$ cat src/core/cfg_regs_cfg.svh
// Constants for the configuration-space register bank.
// Included by the register bank module file; definitions only.
`ifndef CFG_REGS_CFG_SVH
`define CFG_REGS_CFG_SVH

// Word offsets (byte addresses of dwords)
`define OFS_CMD_STAT 8'h04
`define OFS_BAR0 8'h10
`define OFS_BAR1 8'h14
`define OFS_BAR2 8'h18
`define OFS_BAR3 8'h1c
`define OFS_BAR4 8'h20
`define OFS_BAR5 8'h24
`define OFS_ROM 8'h30
`define OFS_CAPPTR 8'h34
`define OFS_INTLINE 8'h3c
`define OFS_HOTSWAP 8'h40
`define OFS_VENDCAP 8'h44
`define OFS_INTCTL 8'h48
`define OFS_FIFOSTAT 8'h4c

// Command bit positions
`define CMD_IO 0
`define CMD_MEM 1
`define CMD_MASTER 2
`define CMD_PERR 6
`define CMD_SERR 8
`define CMD_INTDIS 10

// Status bit positions
`define ST_INT 3
`define ST_CAP 4
`define ST_66 5
`define ST_DPERR 8
`define ST_STA 11
`define ST_RTA 12
`define ST_RMA 13
`define ST_SSE 14
`define ST_DPE 15
`define ST_DEVSEL_SLOW 2'b10

// Fixed field values
`define CAPPTR_TARG 8'h44
`define CAPPTR_MAST 8'h4c
`define INT_PIN_A 8'h01
`define HS_CAP_ID 8'h06
`define HS_NEXT 8'h00
`define VC_ID 8'h09
`define VC_NEXT 8'h40

// Hot-swap bit positions
`define HS_MASK 17
`define HS_PEND 18
`define HS_LAMP 19
`define HS_EXT 22
`define HS_INS 23

// Interrupt control bit positions
`define IC_FLUSH 10
`define IC_EXTST 14
`define IC_EXTEN 15

`endif

$ cat src/core/cfg_regs_pkg.sv
// Types shared by the configuration register bank.
// Assumes the constants header is available.
package cfg_regs_pkg;
   typedef enum logic [1:0] {
      DMA_ABSENT = 2'h0,
      DMA_CFG = 2'h1,
      DMA_MEMBAR = 2'h2,
      DMA_IOBAR = 2'h3
   } dma_loc_e;
   typedef logic [31:0] word_t;
endpackage

$ cat src/core/pci_config_space_regs.sv
// Configuration-space register bank of a PCI target/master core.
// Assumes the host port decodes configuration cycles into word strobes;
// event inputs are single-cycle pulses from logic on CLK.
// Notes on behaviour
// - Command bits 0,1 gate I/O, memory decode
// - Command bit 2 gates mastering; zero target-only
// - Bit 6 parity response, bit 8 SERR driver
// - Bit 10 blocks INTA; status 3 shows INTA
// - Unsupported command bits read zero
// - Fixed status bits: capability, 66 MHz, slow devsel
// - Status 8 sets on master PERR, W1C
// - Status 11 sets on target abort, W1C
// - Status 12,13 master aborts, W1C, target-only zero
// - Status 14 sets on SERR assertion, W1C
// - Status 15 sets on any parity error, W1C
// - Memory BAR low bits fixed, width-masked base
// - I/O BAR reads bit 0 one, width-masked
// - ROM BAR enable parameter, width-masked base
// - Capability pointer 44 or master 48/4C
// - Interrupt line byte plain storage, pin 01
// - Hot-swap ID 06, mask holds enumeration off
// - Insert/extract flags W1C, pending is OR
// - Vendor capability fixed ID, size, DMA location
// - Flush bit pulses FIFO flush, reads zero
// - External interrupt flag gated by enable bit
// - FIFO status nibbles per BAR
// - Unimplemented locations read zero
`timescale 1ns/1ps
`include "cfg_regs_cfg.svh"
module pci_config_space_regs
   import cfg_regs_pkg::*;
#(
   parameter bit HAS_MASTER = 1'b1,
   parameter bit HAS_HOTSWAP = 1'b1,
   parameter bit HAS_FIFO_RECOVERY = 1'b1,
   parameter bit HAS_FIFO_STATUS = 1'b1,
   parameter bit fast_bus_capable_param = 1'b0,
   parameter logic [5:0] BAR_IS_IO = 6'b000010,
   parameter logic [5:0] window_prefetchable_param = 6'b000000,
   parameter int window_size_bits_param [6] = '{17, 8, 12, 12, 12, 12},
   parameter logic [5:0] BAR_PRESENT = 6'b000011,
   parameter bit rom_window_on_param = 1'b1,
   parameter int rom_window_size_param = 16,
   parameter logic [7:0] CAP_SIZE = 8'd12,
   parameter logic [1:0] dma_window_placement = DMA_ABSENT,
   parameter logic [2:0] DMA_BAR_SEL = 3'h0,
   parameter bit BACKEND_DMA = 1'b0,
   parameter bit window_overflow_off = 1'b0,
   parameter bit wait_limit_timer_off = 1'b0
)(
   input wire logic CLK, // 10 MHz bus clock
   input wire logic ARST_N, // Asynchronous reset, active low
   input wire logic CFG_RD, // Configuration read strobe
   input wire logic CFG_WR, // Configuration write strobe
   input wire logic [7:0] CFG_ADDR, // Dword byte address
   input wire logic [3:0] CFG_BE, // Byte enables, active high
   input wire logic [31:0] CFG_WDATA, // Write data
   input wire logic INT_REQ, // Internal interrupt request
   input wire logic EV_MASTER_PERR, // Master saw PERRn
   input wire logic EV_TARGET_ABORT, // Target signalled abort
   input wire logic EV_RX_TARGET_ABORT, // Master got target abort
   input wire logic EV_MASTER_ABORT, // Master did master abort
   input wire logic EV_SERR, // Target asserted SERRn
   input wire logic EV_PARITY, // Any parity error detected
   input wire logic EV_INSERT, // Board inserted
   input wire logic EV_EXTRACT, // Extraction requested
   input wire logic user_side_irq_in_N, // User interrupt pin
   input wire logic [23:0] FIFO_LEVELS, // Queue and ext flags
   output logic [31:0] CFG_RDATA, // Read data
   output logic CFG_RVALID, // Read data valid
   output logic IO_DECODE_EN, // I/O space enabled
   output logic MEM_DECODE_EN, // Memory space enabled
   output logic MASTER_EN, // Mastering allowed
   output logic PARITY_RESP_EN, // Parity response on
   output logic SERR_DRV_EN, // SERRn driver enabled
   output logic INTA_N, // Interrupt output pin
   output logic enumeration_request_out_N, // Enumeration pin
   output logic indicator_lamp_bit, // Hot-swap lamp
   output logic FIFO_FLUSH, // One-cycle flush pulse
   output logic [191:0] BAR_BASES // Base address words
);
   // -----------------------------------------------------------------
   // Reset release, pin synchroniser and helpers
   // -----------------------------------------------------------------
   logic [1:0] rst_sync_ff;
   logic rst_n;
   logic [1:0] irq_sync_ff;
   always_ff @(posedge CLK or negedge ARST_N) begin
      if (!ARST_N) begin
         rst_sync_ff <= 2'b00;
      end else begin
         rst_sync_ff <= {rst_sync_ff[0], 1'b1};
      end
   end
   assign rst_n = rst_sync_ff[1];

   always_ff @(posedge CLK or negedge rst_n) begin
      if (!rst_n) begin
         irq_sync_ff <= 2'b11;
      end else begin
         irq_sync_ff <= {irq_sync_ff[0], user_side_irq_in_N};
      end
   end

   function automatic word_t bemask(input logic [3:0] be);
      bemask = {{8{be[3]}}, {8{be[2]}}, {8{be[1]}}, {8{be[0]}}};
   endfunction
   function automatic word_t hi_mask(input int w);
      hi_mask = 32'hffff_ffff << w;
   endfunction

   logic wr_hit_cs, wr_hit_hs, wr_hit_ic, wr_hit_il, wr_hit_rom;
   word_t wmask, w1c;
   assign wr_hit_cs = CFG_WR && CFG_ADDR == `OFS_CMD_STAT;
   assign wr_hit_hs = CFG_WR && CFG_ADDR == `OFS_HOTSWAP && HAS_HOTSWAP;
   assign wr_hit_ic = CFG_WR && CFG_ADDR == `OFS_INTCTL;
   assign wr_hit_il = CFG_WR && CFG_ADDR == `OFS_INTLINE;
   assign wr_hit_rom = CFG_WR && CFG_ADDR == `OFS_ROM;
   assign wmask = bemask(CFG_BE);
   assign w1c = CFG_WDATA & wmask;

   // -----------------------------------------------------------------
   // Command and status registers; sticky set wins over clear
   // -----------------------------------------------------------------
   logic io_en_ff, mem_en_ff, mst_en_ff, perr_en_ff, serr_en_ff;
   logic int_dis_ff;
   always_ff @(posedge CLK or negedge rst_n) begin
      if (!rst_n) begin
         io_en_ff <= 1'b0;
         mem_en_ff <= 1'b0;
         mst_en_ff <= 1'b0;
         perr_en_ff <= 1'b0;
         serr_en_ff <= 1'b0;
         int_dis_ff <= 1'b0;
      end else if (wr_hit_cs) begin
         if (CFG_BE[0]) begin
            io_en_ff <= CFG_WDATA[`CMD_IO];
            mem_en_ff <= CFG_WDATA[`CMD_MEM];
            mst_en_ff <= CFG_WDATA[`CMD_MASTER] & HAS_MASTER;
            perr_en_ff <= CFG_WDATA[`CMD_PERR];
         end
         if (CFG_BE[1]) begin
            serr_en_ff <= CFG_WDATA[`CMD_SERR];
            int_dis_ff <= CFG_WDATA[`CMD_INTDIS];
         end
      end
   end

   logic dperr_ff, sta_ff, rta_ff, rma_ff, sse_ff, dpe_ff;
   word_t cs_clr;
   assign cs_clr = wr_hit_cs ? w1c : 32'h0000_0000;
   always_ff @(posedge CLK or negedge rst_n) begin
      if (!rst_n) begin
         dperr_ff <= 1'b0;
         sta_ff <= 1'b0;
         rta_ff <= 1'b0;
         rma_ff <= 1'b0;
         sse_ff <= 1'b0;
         dpe_ff <= 1'b0;
      end else begin
         dperr_ff <= HAS_MASTER & (EV_MASTER_PERR
            | (dperr_ff & ~cs_clr[16 + `ST_DPERR]));
         sta_ff <= EV_TARGET_ABORT
            | (sta_ff & ~cs_clr[16 + `ST_STA]);
         rta_ff <= HAS_MASTER & (EV_RX_TARGET_ABORT
            | (rta_ff & ~cs_clr[16 + `ST_RTA]));
         rma_ff <= HAS_MASTER & (EV_MASTER_ABORT
            | (rma_ff & ~cs_clr[16 + `ST_RMA]));
         sse_ff <= EV_SERR | (sse_ff & ~cs_clr[16 + `ST_SSE]);
         dpe_ff <= EV_PARITY | (dpe_ff & ~cs_clr[16 + `ST_DPE]);
      end
   end

   // -----------------------------------------------------------------
   // Interrupt line, hot-swap, interrupt control
   // -----------------------------------------------------------------
   logic [7:0] int_line_ff;
   logic hs_mask_ff, hs_lamp_ff, hs_ins_ff, hs_ext_ff;
   logic ext_en_ff, ext_st_ff, flush_ff;
   word_t hs_clr, ic_clr;
   assign hs_clr = wr_hit_hs ? w1c : 32'h0000_0000;
   assign ic_clr = wr_hit_ic ? w1c : 32'h0000_0000;
   always_ff @(posedge CLK or negedge rst_n) begin
      if (!rst_n) begin
         int_line_ff <= 8'h00;
      end else if (wr_hit_il && CFG_BE[0]) begin
         int_line_ff <= CFG_WDATA[7:0];
      end
   end
   always_ff @(posedge CLK or negedge rst_n) begin
      if (!rst_n) begin
         hs_mask_ff <= 1'b0;
         hs_lamp_ff <= 1'b0;
         hs_ins_ff <= 1'b0;
         hs_ext_ff <= 1'b0;
      end else begin
         if (wr_hit_hs && CFG_BE[2]) begin
            hs_mask_ff <= CFG_WDATA[`HS_MASK];
            hs_lamp_ff <= CFG_WDATA[`HS_LAMP];
         end
         hs_ins_ff <= HAS_HOTSWAP & (EV_INSERT
            | (hs_ins_ff & ~hs_clr[`HS_INS]));
         hs_ext_ff <= HAS_HOTSWAP & (EV_EXTRACT
            | (hs_ext_ff & ~hs_clr[`HS_EXT]));
      end
   end

   always_ff @(posedge CLK or negedge rst_n) begin
      if (!rst_n) begin
         ext_en_ff <= 1'b0;
         ext_st_ff <= 1'b0;
         flush_ff <= 1'b0;
      end else begin
         if (wr_hit_ic && CFG_BE[1]) begin
            ext_en_ff <= CFG_WDATA[`IC_EXTEN];
         end
         ext_st_ff <= (ext_en_ff & ~irq_sync_ff[1])
            | (ext_st_ff & ~ic_clr[`IC_EXTST]);
         flush_ff <= HAS_FIFO_RECOVERY & ic_clr[`IC_FLUSH];
      end
   end

   // -----------------------------------------------------------------
   // Base address registers
   // -----------------------------------------------------------------
   word_t bar_fix [6];
   word_t bar_wm [6];
   word_t bar_shadow_ff [6];
   word_t rom_wm, rom_fix, rom_base_ff, bar_wdata, bar_old;
   logic bar_wr;
   logic [2:0] bar_widx;
   always_comb begin
      for (int i = 0; i < 6; i++) begin
         if (!BAR_PRESENT[i]) begin
            bar_wm[i] = 32'h0000_0000;
            bar_fix[i] = 32'h0000_0000;
         end else if (BAR_IS_IO[i]) begin
            bar_wm[i] = hi_mask(window_size_bits_param[i])
               & 32'hffff_fffc;
            bar_fix[i] = 32'h0000_0001;
         end else begin
            bar_wm[i] = hi_mask(window_size_bits_param[i])
               & 32'hffff_fff0;
            bar_fix[i] = {28'h0000000,
               window_prefetchable_param[i], 3'h0};
         end
      end
   end
   assign rom_wm = hi_mask(rom_window_size_param)
      & 32'hffff_f800;
   assign rom_fix = {31'h00000000, rom_window_on_param};

   assign bar_widx = 3'((CFG_ADDR - `OFS_BAR0) >> 2);
   assign bar_wr = CFG_WR && CFG_ADDR >= `OFS_BAR0
      && CFG_ADDR <= `OFS_BAR5;
   assign bar_old = bar_shadow_ff[bar_wr ? bar_widx : 3'h0];
   assign bar_wdata = ((bar_old & ~wmask) | (CFG_WDATA & wmask))
      & bar_wm[bar_wr ? bar_widx : 3'h0];
   always_ff @(posedge CLK or negedge rst_n) begin
      if (!rst_n) begin
         for (int i = 0; i < 6; i++) begin
            bar_shadow_ff[i] <= 32'h0000_0000;
         end
      end else if (bar_wr) begin
         bar_shadow_ff[bar_widx] <= bar_wdata;
      end
   end

   bar_slot_mem u_bars (
      .clk(CLK),
      .rst_n(rst_n),
      .wr_en(bar_wr),
      .wr_idx(bar_widx),
      .wr_data(bar_wdata),
      .rd_idx(bar_widx),
      .rd_data()
   );
   always_ff @(posedge CLK or negedge rst_n) begin
      if (!rst_n) begin
         rom_base_ff <= 32'h0000_0000;
      end else if (wr_hit_rom) begin
         rom_base_ff <= ((rom_base_ff & ~wmask) | (CFG_WDATA & wmask))
            & rom_wm;
      end
   end

   // -----------------------------------------------------------------
   // Read path, one cycle after the strobe, and control outputs
   // -----------------------------------------------------------------
   word_t rd_mux;
   logic [7:0] capptr;
   logic [15:0] cmd_v, stat_v;
   assign capptr = HAS_MASTER ?
      (HAS_FIFO_STATUS ? `CAPPTR_TARG + 8'h04 : `CAPPTR_MAST)
      : `CAPPTR_TARG;
   assign cmd_v = {5'h00, int_dis_ff, 1'b0, serr_en_ff, 1'b0,
      perr_en_ff, 3'h0, mst_en_ff, mem_en_ff, io_en_ff};
   assign stat_v = {dpe_ff, sse_ff, rma_ff, rta_ff, sta_ff,
      `ST_DEVSEL_SLOW, dperr_ff, 2'b00, fast_bus_capable_param,
      1'b1, ~INTA_N, 3'h0};
   always_comb begin
      rd_mux = 32'h0000_0000;
      unique case (CFG_ADDR)
         `OFS_CMD_STAT: rd_mux = {stat_v, cmd_v};
         `OFS_BAR0, `OFS_BAR1, `OFS_BAR2, `OFS_BAR3, `OFS_BAR4, `OFS_BAR5:
            rd_mux = bar_shadow_ff[bar_widx] | bar_fix[bar_widx];
         `OFS_ROM: rd_mux = rom_base_ff | rom_fix;
         `OFS_CAPPTR: rd_mux = {24'h000000, capptr};
         `OFS_INTLINE: rd_mux = {16'h0000, `INT_PIN_A,
            int_line_ff};
         `OFS_HOTSWAP: if (HAS_HOTSWAP) begin
            rd_mux = {8'h00, hs_ins_ff, hs_ext_ff, 2'b00, hs_lamp_ff,
               hs_ins_ff | hs_ext_ff, hs_mask_ff, 1'b0,
               `HS_NEXT, `HS_CAP_ID};
         end
         `OFS_VENDCAP: rd_mux = {wait_limit_timer_off,
            window_overflow_off, BACKEND_DMA, DMA_BAR_SEL,
            dma_window_placement, CAP_SIZE,
            HAS_HOTSWAP ? `VC_NEXT : 8'h00, `VC_ID};
         `OFS_INTCTL: rd_mux = {16'h0000, ext_en_ff, ext_st_ff,
            14'h0000};
         `OFS_FIFOSTAT: if (HAS_FIFO_STATUS) begin
            rd_mux = {8'h00, FIFO_LEVELS};
         end
         default: rd_mux = 32'h0000_0000;
      endcase
   end

   always_ff @(posedge CLK or negedge rst_n) begin
      if (!rst_n) begin
         CFG_RDATA <= 32'h0000_0000;
         CFG_RVALID <= 1'b0;
      end else begin
         CFG_RVALID <= CFG_RD;
         CFG_RDATA <= CFG_RD ? rd_mux : 32'h0000_0000;
      end
   end

   always_ff @(posedge CLK or negedge rst_n) begin
      if (!rst_n) begin
         IO_DECODE_EN <= 1'b0;
         MEM_DECODE_EN <= 1'b0;
         MASTER_EN <= 1'b0;
         PARITY_RESP_EN <= 1'b0;
         SERR_DRV_EN <= 1'b0;
         INTA_N <= 1'b1;
         enumeration_request_out_N <= 1'b1;
         indicator_lamp_bit <= 1'b0;
         FIFO_FLUSH <= 1'b0;
         BAR_BASES <= '0;
      end else begin
         IO_DECODE_EN <= io_en_ff;
         MEM_DECODE_EN <= mem_en_ff;
         MASTER_EN <= mst_en_ff & HAS_MASTER;
         PARITY_RESP_EN <= perr_en_ff;
         SERR_DRV_EN <= serr_en_ff;
         INTA_N <= ~((INT_REQ | ext_st_ff) & ~int_dis_ff);
         enumeration_request_out_N <= ~((hs_ins_ff | hs_ext_ff)
            & ~hs_mask_ff);
         indicator_lamp_bit <= hs_lamp_ff;
         FIFO_FLUSH <= flush_ff;
         for (int i = 0; i < 6; i++) begin
            BAR_BASES[i*32 +: 32] <= bar_shadow_ff[i] | bar_fix[i];
         end
      end
   end
endmodule

$ cat src/core/bar_slot_mem.sv
// Small register memory holding the six base address words.
// Assumes one clock, reset released synchronously by the parent.
`timescale 1ns/1ps
module bar_slot_mem
   import cfg_regs_pkg::*;
(
   input wire logic clk, // Clock
   input wire logic rst_n, // Synchronised reset
   input wire logic wr_en, // Write strobe
   input wire logic [2:0] wr_idx, // Write slot
   input wire word_t wr_data, // Write data, already masked
   input wire logic [2:0] rd_idx, // Read slot
   output word_t rd_data // Registered read data
);
   word_t mem_ff [6];

   always_ff @(posedge clk or negedge rst_n) begin
      if (!rst_n) begin
         for (int i = 0; i < 6; i++) begin
            mem_ff[i] <= 32'h0000_0000;
         end
      end else if (wr_en && wr_idx < 3'h6) begin
         mem_ff[wr_idx] <= wr_data;
      end
   end

   always_ff @(posedge clk or negedge rst_n) begin
      if (!rst_n) begin
         rd_data <= 32'h0000_0000;
      end else begin
         rd_data <= (rd_idx < 3'h6) ? mem_ff[rd_idx] : 32'h0000_0000;
      end
   end
endmodule

$ cat config.mk
export PLATFORM = sky130hd
export DESIGN_NAME = pci_config_space_regs
export DESIGN_NICKNAME = d
export VERILOG_FILES = /design/src/core/cfg_regs_pkg.sv /design/src/core/pci_config_space_regs.sv /design/src/core/bar_slot_mem.sv
export VERILOG_INCLUDE_DIRS = /design/src /design/src/core
export SDC_FILE = /design/constraint.sdc
export NUM_CORES = 1
export LEC_CHECK = 0
export BUFFER_PORTS_ARGS = -buffer_cell sky130_fd_sc_hd__buf_2
export CORE_MARGIN = 2
export CORE_UTILIZATION = 42
export DETAILED_ROUTE_END_ITERATION = 7
export PLACE_DENSITY = 0.67
export SLEW_MARGIN = 20
export SYNTH_ARGS = -nofsm -noshare
export SYNTH_HDL_FRONTEND = slang
export SYNTH_SLANG_ARGS = --single-unit
$ cat constraint.sdc
create_clock -name CLK -period 11.8 [get_ports CLK]
set_input_delay 1.77 -clock CLK [delete_from_list [all_inputs] [get_ports CLK]]
set_output_delay 1.77 -clock CLK [all_outputs]
set_load 0.005 [all_outputs]
==> metrics.csv, run 1 <==
metric,value,unit
run status,"complete, no violations",
Vias,9597,
final setup TNS,0,ns
leading area contributor after synthesis,dfrtp_1,
Hold Path Class,flip-flop to asynchronous set/reset pin,
pre-CTS WS,6.84,ns
final wirelength,40200,µm
startpoint types,input pin,
Post-Syn Instances,1079,
largest net degree at the start of global routing,87,
die width,190,µm
TritonRoute pass-1 iters,7,
die height,190,µm
buffer depth of the longest clock path,3,
Worst-path clk slew,0.06,ns
Final Critical Period,4.41,ns
Residual DRC,0,
fin. max-slew vios,0,
num rows,67,
dpl cell area,16000,µm²
post-synthesis cell type count,67,
post-route cell area,17400,µm²
CP Class,input pin to flip-flop,
Initial Util,0.430,
antenna violations before repair,14,
register area share after synthesis,0.654,
worst slew pin tran,0.995,ns
total track usage,0.222,
first-pass GRT wire length,60300,µm
I/O Pins,316,
ys flop type,dfrtp_1,
DR WL/cell,22.0,µm
CTS buffer count,39,
Power Dens Cells,162,nW/µm²
Crit path max-delay family,simple AND/OR/NAND/NOR gates,
CTS Hold Bufs,0,
skew final,0.0185,ns
Syn Std Cell Area,14500,µm²
Post-synth EDFFs,0,
CP Buf/Inv Count,2,
CP max stage cell,buf_4,
port bufs,268,
Peak VDD IR,0.000104,V
Finished Core Util,0.516,
number of setup buffers added after CTS,0,
clk root buf,clkbuf_16,
leakage dissipation,8.86,nW
unrepaired setup endpoints after global routing,no,
number of global-route vias before repair,9665,
clk sinks,378,
Final ANT Viol Nets,0,
Finish-stage setup viols,0,
async set-reset flop share out of synthesis,1.00,
core area,33700,µm²
CTS tree,yes,
Synth area leaders,"dfrtp_1, mux4_2, and2_1",
layout cells sized above 1,0.313,
Synth top area share,0.646,
CP Data Required Time,12.21,ns
max cap viols,0,
Worst-Skew Late Latency,0.54,ns
Tcrit/Tclk final,0.374,
Placer Congestion,0.890,
fmax,0.227,GHz
hold_ws,0.253,ns
Fin. Hold Viols,0,
"slowest stage delay, CP",0.76,ns
DIE AREA,36000,µm²
Slew headroom,0.336,
# nets final,1420,
post-CTS sizing,0,
"FF+latch count, synth",378,
Yosys warning count,0,
worst path arrival time,4.82,ns
# H-tree levels,2,
Congestion Overflow GR,0,
CP Max Fanout,53,
cells along the critical path,"buf_4, buf_4, nand2b_1, nor4_4, and3_1, mux2_1",
Via density,5.25,
final HPWL from detailed placement,28100,µm
"Top cell by count, worst path",buf_4,
final worst slack,7.39,ns
initial drt markers,796,
Area growth syn-to-layout,20.2,%
Worst setup EP type,flip-flop,
Avg Inst Size Synth,13.4,µm²
[report_power, final]
group / total [mW] / internal [mW] / switching [mW] / leakage, nW
Clock: 1.27 / 0.758 / 0.507 / 0.649
Combinational: 0.168 / 0.0682 / 0.100 / 3.06
Sequential: 1.38 / 1.34 / 0.0389 / 5.15
Total: 2.82 / 2.17 / 0.646 / 8.86
[final timing paths]
check	cells past startpoint	to	from	slack, ns
worst max-delay path	6	mem_en_ff	CFG_ADDR[2]	7.39
worst min-delay path	0	BAR_BASES[91]	rst_sync_ff[1]	0.25
worst max register to register	4	CFG_RDATA[9]	rst_sync_ff[1]	9.41
worst min register to register	0	BAR_BASES[91]	rst_sync_ff[1]	0.25
max in group asynchronous	4	CFG_RDATA[9]	rst_sync_ff[1]	9.41
min in group CLK	0	rst_sync_ff[1]	rst_sync_ff[0]	0.35
[per-layer routing]
metal	share of wire	track usage	up-vias
li1	-	-	4215
met1	0.42	0.307	4879
met2	0.46	0.335	418
met3	0.089	0.0625	79
met4	0.030	0.0838	6
met5	0.00095	0	-
[Yosys cell counts, types with 25 or more instances]
cell type and instances:
dfrtp_1 374, buf_4 55, and2_1 84, nand2_1 75, mux2i_1 33, mux2_2 34, o21ai_0 45, nor2b_1 38
nor2_1 42, clkbuf_1 25
[cells in the final DEF, fill, tap and decap left out, types with 13 or more instances in the layout]
| cell type | instances |
|---|---|
| nor2b_1 | 38 |
| mux2i_1 | 33 |
| a222oi_1 | 15 |
| nor2_1 | 40 |
| buf_2 | 267 |
| a21oi_1 | 24 |
| nand2_1 | 75 |
| mux2_2 | 34 |
| mux4_2 | 24 |
| conb_1 | 49 |
| clkbuf_16 | 39 |
| o21ai_0 | 45 |
| nand3_1 | 13 |
| and2_1 | 84 |
| dfrtp_1 | 373 |
[registers in the layout, indices dropped and copies added (netlist names), 2 cells and up, named ones only]
| name | count |
|---|---|
| CFG_RDATA | 32 |
| rst_sync_ff | 2 |
| bar_shadow_ff | 144 |
| irq_sync_ff | 2 |
| BAR_BASES | 145 |
| int_line_ff | 8 |
[through the flow]
step | power, mW | instances
floorplan | 1.50 | 1126
global placement | 1.57 | 1743
detailed placement | 1.57 | 1743
CTS | 2.83 | 1815
global route | 2.92 | 1826
finish | 2.82 | 1828
[area by class of cell]
cell class,count,area [µm²]
sequential,378,9470
tap,448,561
timing repair buffer,281,1490
inverter,2,7.51
antenna,11,27.5
fill,2908,16300
multi-input combinational,636,4520
clock inverter,16,199
clock buffer,56,1130
[logic make-up after synthesis]
kind of cell	after synthesis	synth area share
other cells	2	0.000519
flops	378	0.654
xor+xnor	1	0.000605
compound gates	177	0.0862
buf+inv	112	0.0469
simple gates	312	0.121
mux	97	0.0913
Note: power is estimated with default switching activity, not from simulation.
==> inputs of run 2 (changes only) <==
ABC_AREA = 1   (was default)
PLACE_DENSITY = default   (was 0.67)
clock period = 4.1 ns   (was 11.8 ns; I/O delays follow)
==> run 2 against run 1 <==
Against the previous run:
- cell count rose by 30%
- first-iteration DRC count rose by 49%
- largest cell class unchanged
- die area rose by 4.8%
- combinational power rose to 3.1 times the previous value
- synthesized cell count rose by 50%
- design area rose by 4.5%
- sequential share of layout area fell by 2.4 points
- clock power rose to 2.9 times the previous value
==> metrics.csv, run 2 <==
metric,value,unit,change
max cap viols,0,,unchanged
clk root buf,clkbuf_16,,
"commonest non-fill, non-tap cell in the layout",nand2_1,,
DIE AREA,37700,µm²,+4.8%
Syn Std Cell Area,15200,µm²,+4.9%
Worst-Skew Late Latency,0.52,ns,-0.02 ns
register area share after synthesis,0.623,,-0.0306
Worst setup EP type,flip-flop,,
Hold Path Class,input pin to flip-flop,,
number of global-route vias before repair,11829,,+22%
worst path arrival time,3.44,ns,-1.38 ns
met3 WL,4210,µm,+17%
clk sinks,378,,unchanged
Area growth syn-to-layout,19.8,%,
post-CTS sizing,0,,unchanged
Synth area leaders,"dfrtp_1, nand2_1, inv_1",,
fmax,0.336,GHz,
WL met1,20000,µm,+19%
skew final,0.0144,ns,-0.00413 ns
initial drt markers,1185,,+49%
# H-tree levels,2,,unchanged
Vias,12411,,+29%
ys flop type,dfrtp_1,,
async set-reset flop share out of synthesis,1.00,,unchanged
largest net degree at the start of global routing,136,,+56%
hold_ws,0.198,ns,-0.0549 ns
Placer Congestion,0.909,,+2.2%
die height,194,µm,+2.4%
fin. max-slew vios,0,,unchanged
"FF+latch count, synth",378,,unchanged
run status,"complete, no violations",,
I/O Pins,316,,unchanged
Top Metal Used,met4,,
CTS buffer count,40,,+2.6%
Power Dens Cells,445,nW/µm²,+180%
leakage dissipation,10.4,nW,+18%
most flop-heavy register,BAR_BASES,,
startpoint types,input pin,,
Via density,5.21,,-0.84%
Synth top area share,0.616,,-0.0303
CP Data Required Time,4.55,ns,-7.66 ns
TritonRoute pass-1 iters,6,,-1
total track usage,0.252,,+0.0298
antenna violations before repair,8,,-6
Final Critical Period,2.98,ns,
worst slew pin tran,1.08,ns,+0.0848 ns
DR WL/cell,20.2,µm,-8.3%
final setup TNS,0,ns,unchanged
final wirelength,48100,µm,+20%
Peak VDD IR,0.000306,V,+200%
# nets final,1969,,+39%
Initial Util,0.427,,-0.00256
CTS tree,yes,,
Finish-stage setup viols,0,,unchanged
top-count cell post-synth,nand2_1,,
final HPWL from detailed placement,34200,µm,+22%
first-pass GRT wire length,72900,µm,+21%
Post-synth top cells,"nand2_1, dfrtp_1, inv_1",,
unrepaired setup endpoints after global routing,no,,
most frequent cells in the layout,"nand2_1, dfrtp_1, buf_2, inv_1, o21ai_0",,
Finished Core Util,0.511,,-0.00502
die width,194,µm,+2.4%
buffer depth of the longest clock path,3,,unchanged
Residual DRC,0,,unchanged
layout cells sized above 1,0.204,,-0.110
Yosys warning count,0,,unchanged
port bufs,268,,unchanged
CP Max Fanout,36,,-32%
core area,35600,µm²,+5.5%
CP Class,input pin to flip-flop,,
routed wl met2,21700,µm,+17%
Post-Syn Instances,1620,,+50%
Congestion Overflow GR,0,,unchanged
leading area contributor after synthesis,dfrtp_1,,
num rows,69,,+3.0%
Slew headroom,0.279,,-0.0573
Final ANT Viol Nets,0,,unchanged
largest registers,"BAR_BASES: 145 flops, bar_shadow_ff: 144 flops, CFG_RDATA: 32 flops",,
Tcrit/Tclk final,0.727,,
Post-synth EDFFs,0,,unchanged
Avg Inst Size Synth,9.38,µm²,-30%
post-synthesis cell type count,42,,-37%
Fin. Hold Viols,0,,unchanged
Worst-path clk slew,0.06,ns,about the same
number of flip-flops in the largest register,145,,unchanged
## run 2: report_power, final
part           internal [mW]  leakage [nW]  switching (mW)  total, mW
clock network           2.17         0.648            1.45       3.62
registers               3.85          5.13           0.114       3.97
logic                  0.171          4.67           0.349      0.520
total                   6.19          10.4            1.91       8.10
## run 2: what timing repair did
action,in CTS,in global routing
hold endpoints to repair,2,0
setup buffers,0,0
hold buffers,1,0
## run 2: cell type report
type / count / area (µm²)
fill: 3281 / 17400
sequential: 378 / 9470
multi-input combinational: 949 / 4390
timing repair buffer: 292 / 1560
clock buffer: 54 / 1150
inverter: 226 / 851
tap: 461 / 577
clock inverter: 15 / 169
antenna: 9 / 22.5
## run 2: logic make-up (layout without fill, tap and decap cells)
group / Yosys count / count (layout) / synth area share
other: 2 / 58 / 0.000494
DFF: 378 / 378 / 0.623
buffers and inverters: 340 / 587 / 0.100
muxes: 6 / 6 / 0.00428
and+or+nand+nor: 649 / 649 / 0.177
AOI/OAI and AO/OA: 245 / 245 / 0.0956
## run 2: per-stage QoR
step	setup WS (ns)	power, mW	area (µm²)	cells
after global routing	0.874	8.40	18200	2383
after floorplan	0.380	4.31	15400	1667
after global placement	0.829	4.54	16800	2305
after CTS	1.23	8.17	18200	2375
after detailed placement	0.719	4.55	16800	2305
final	1.12	8.10	18200	2384
## run 2: final timing paths
check / from / endpoint / slack, ns / cells after the start
worst max-delay path: CFG_ADDR[4] / bar_shadow_ff[152] / 1.12 / 15
max in group asynchronous: rst_sync_ff[1] / ext_st_ff / 2.63 / 1
worst min-delay path: user_side_irq_in_N / irq_sync_ff[0] / 0.20 / 1
worst max register to register: bar_shadow_ff[91] / CFG_RDATA[27] / 2.42 / 3
worst min register to register: rst_sync_ff[1] / BAR_BASES[19] / 0.34 / 0
min in group asynchronous: rst_sync_ff[1] / BAR_BASES[19] / 0.34 / 0
## run 2: layer usage
| layer | global-route usage | up-vias |
|---|---|---|
| met3 | 0.0451 | 139 |
| met2 | 0.379 | 694 |
| met4 | 0.110 | 0 |
| li1 | - | 5604 |
| met5 | 0 | - |
| met1 | 0.358 | 5974 |
## run 2: critical path, stage by stage
cell and delay [ns]:
buf_2 0.37, inv_2 0.30, nand2_1 0.16, nor2_1 0.07, nor2_2 0.26, nand3_2 0.37, inv_2 0.65, nand2_1 0.10
nand2_1 0.10, nand2_1 0.05, nand2_1 0.05, nand2_1 0.07, nand2_1 0.08, nand3_1 0.07, nand2_1 0.09
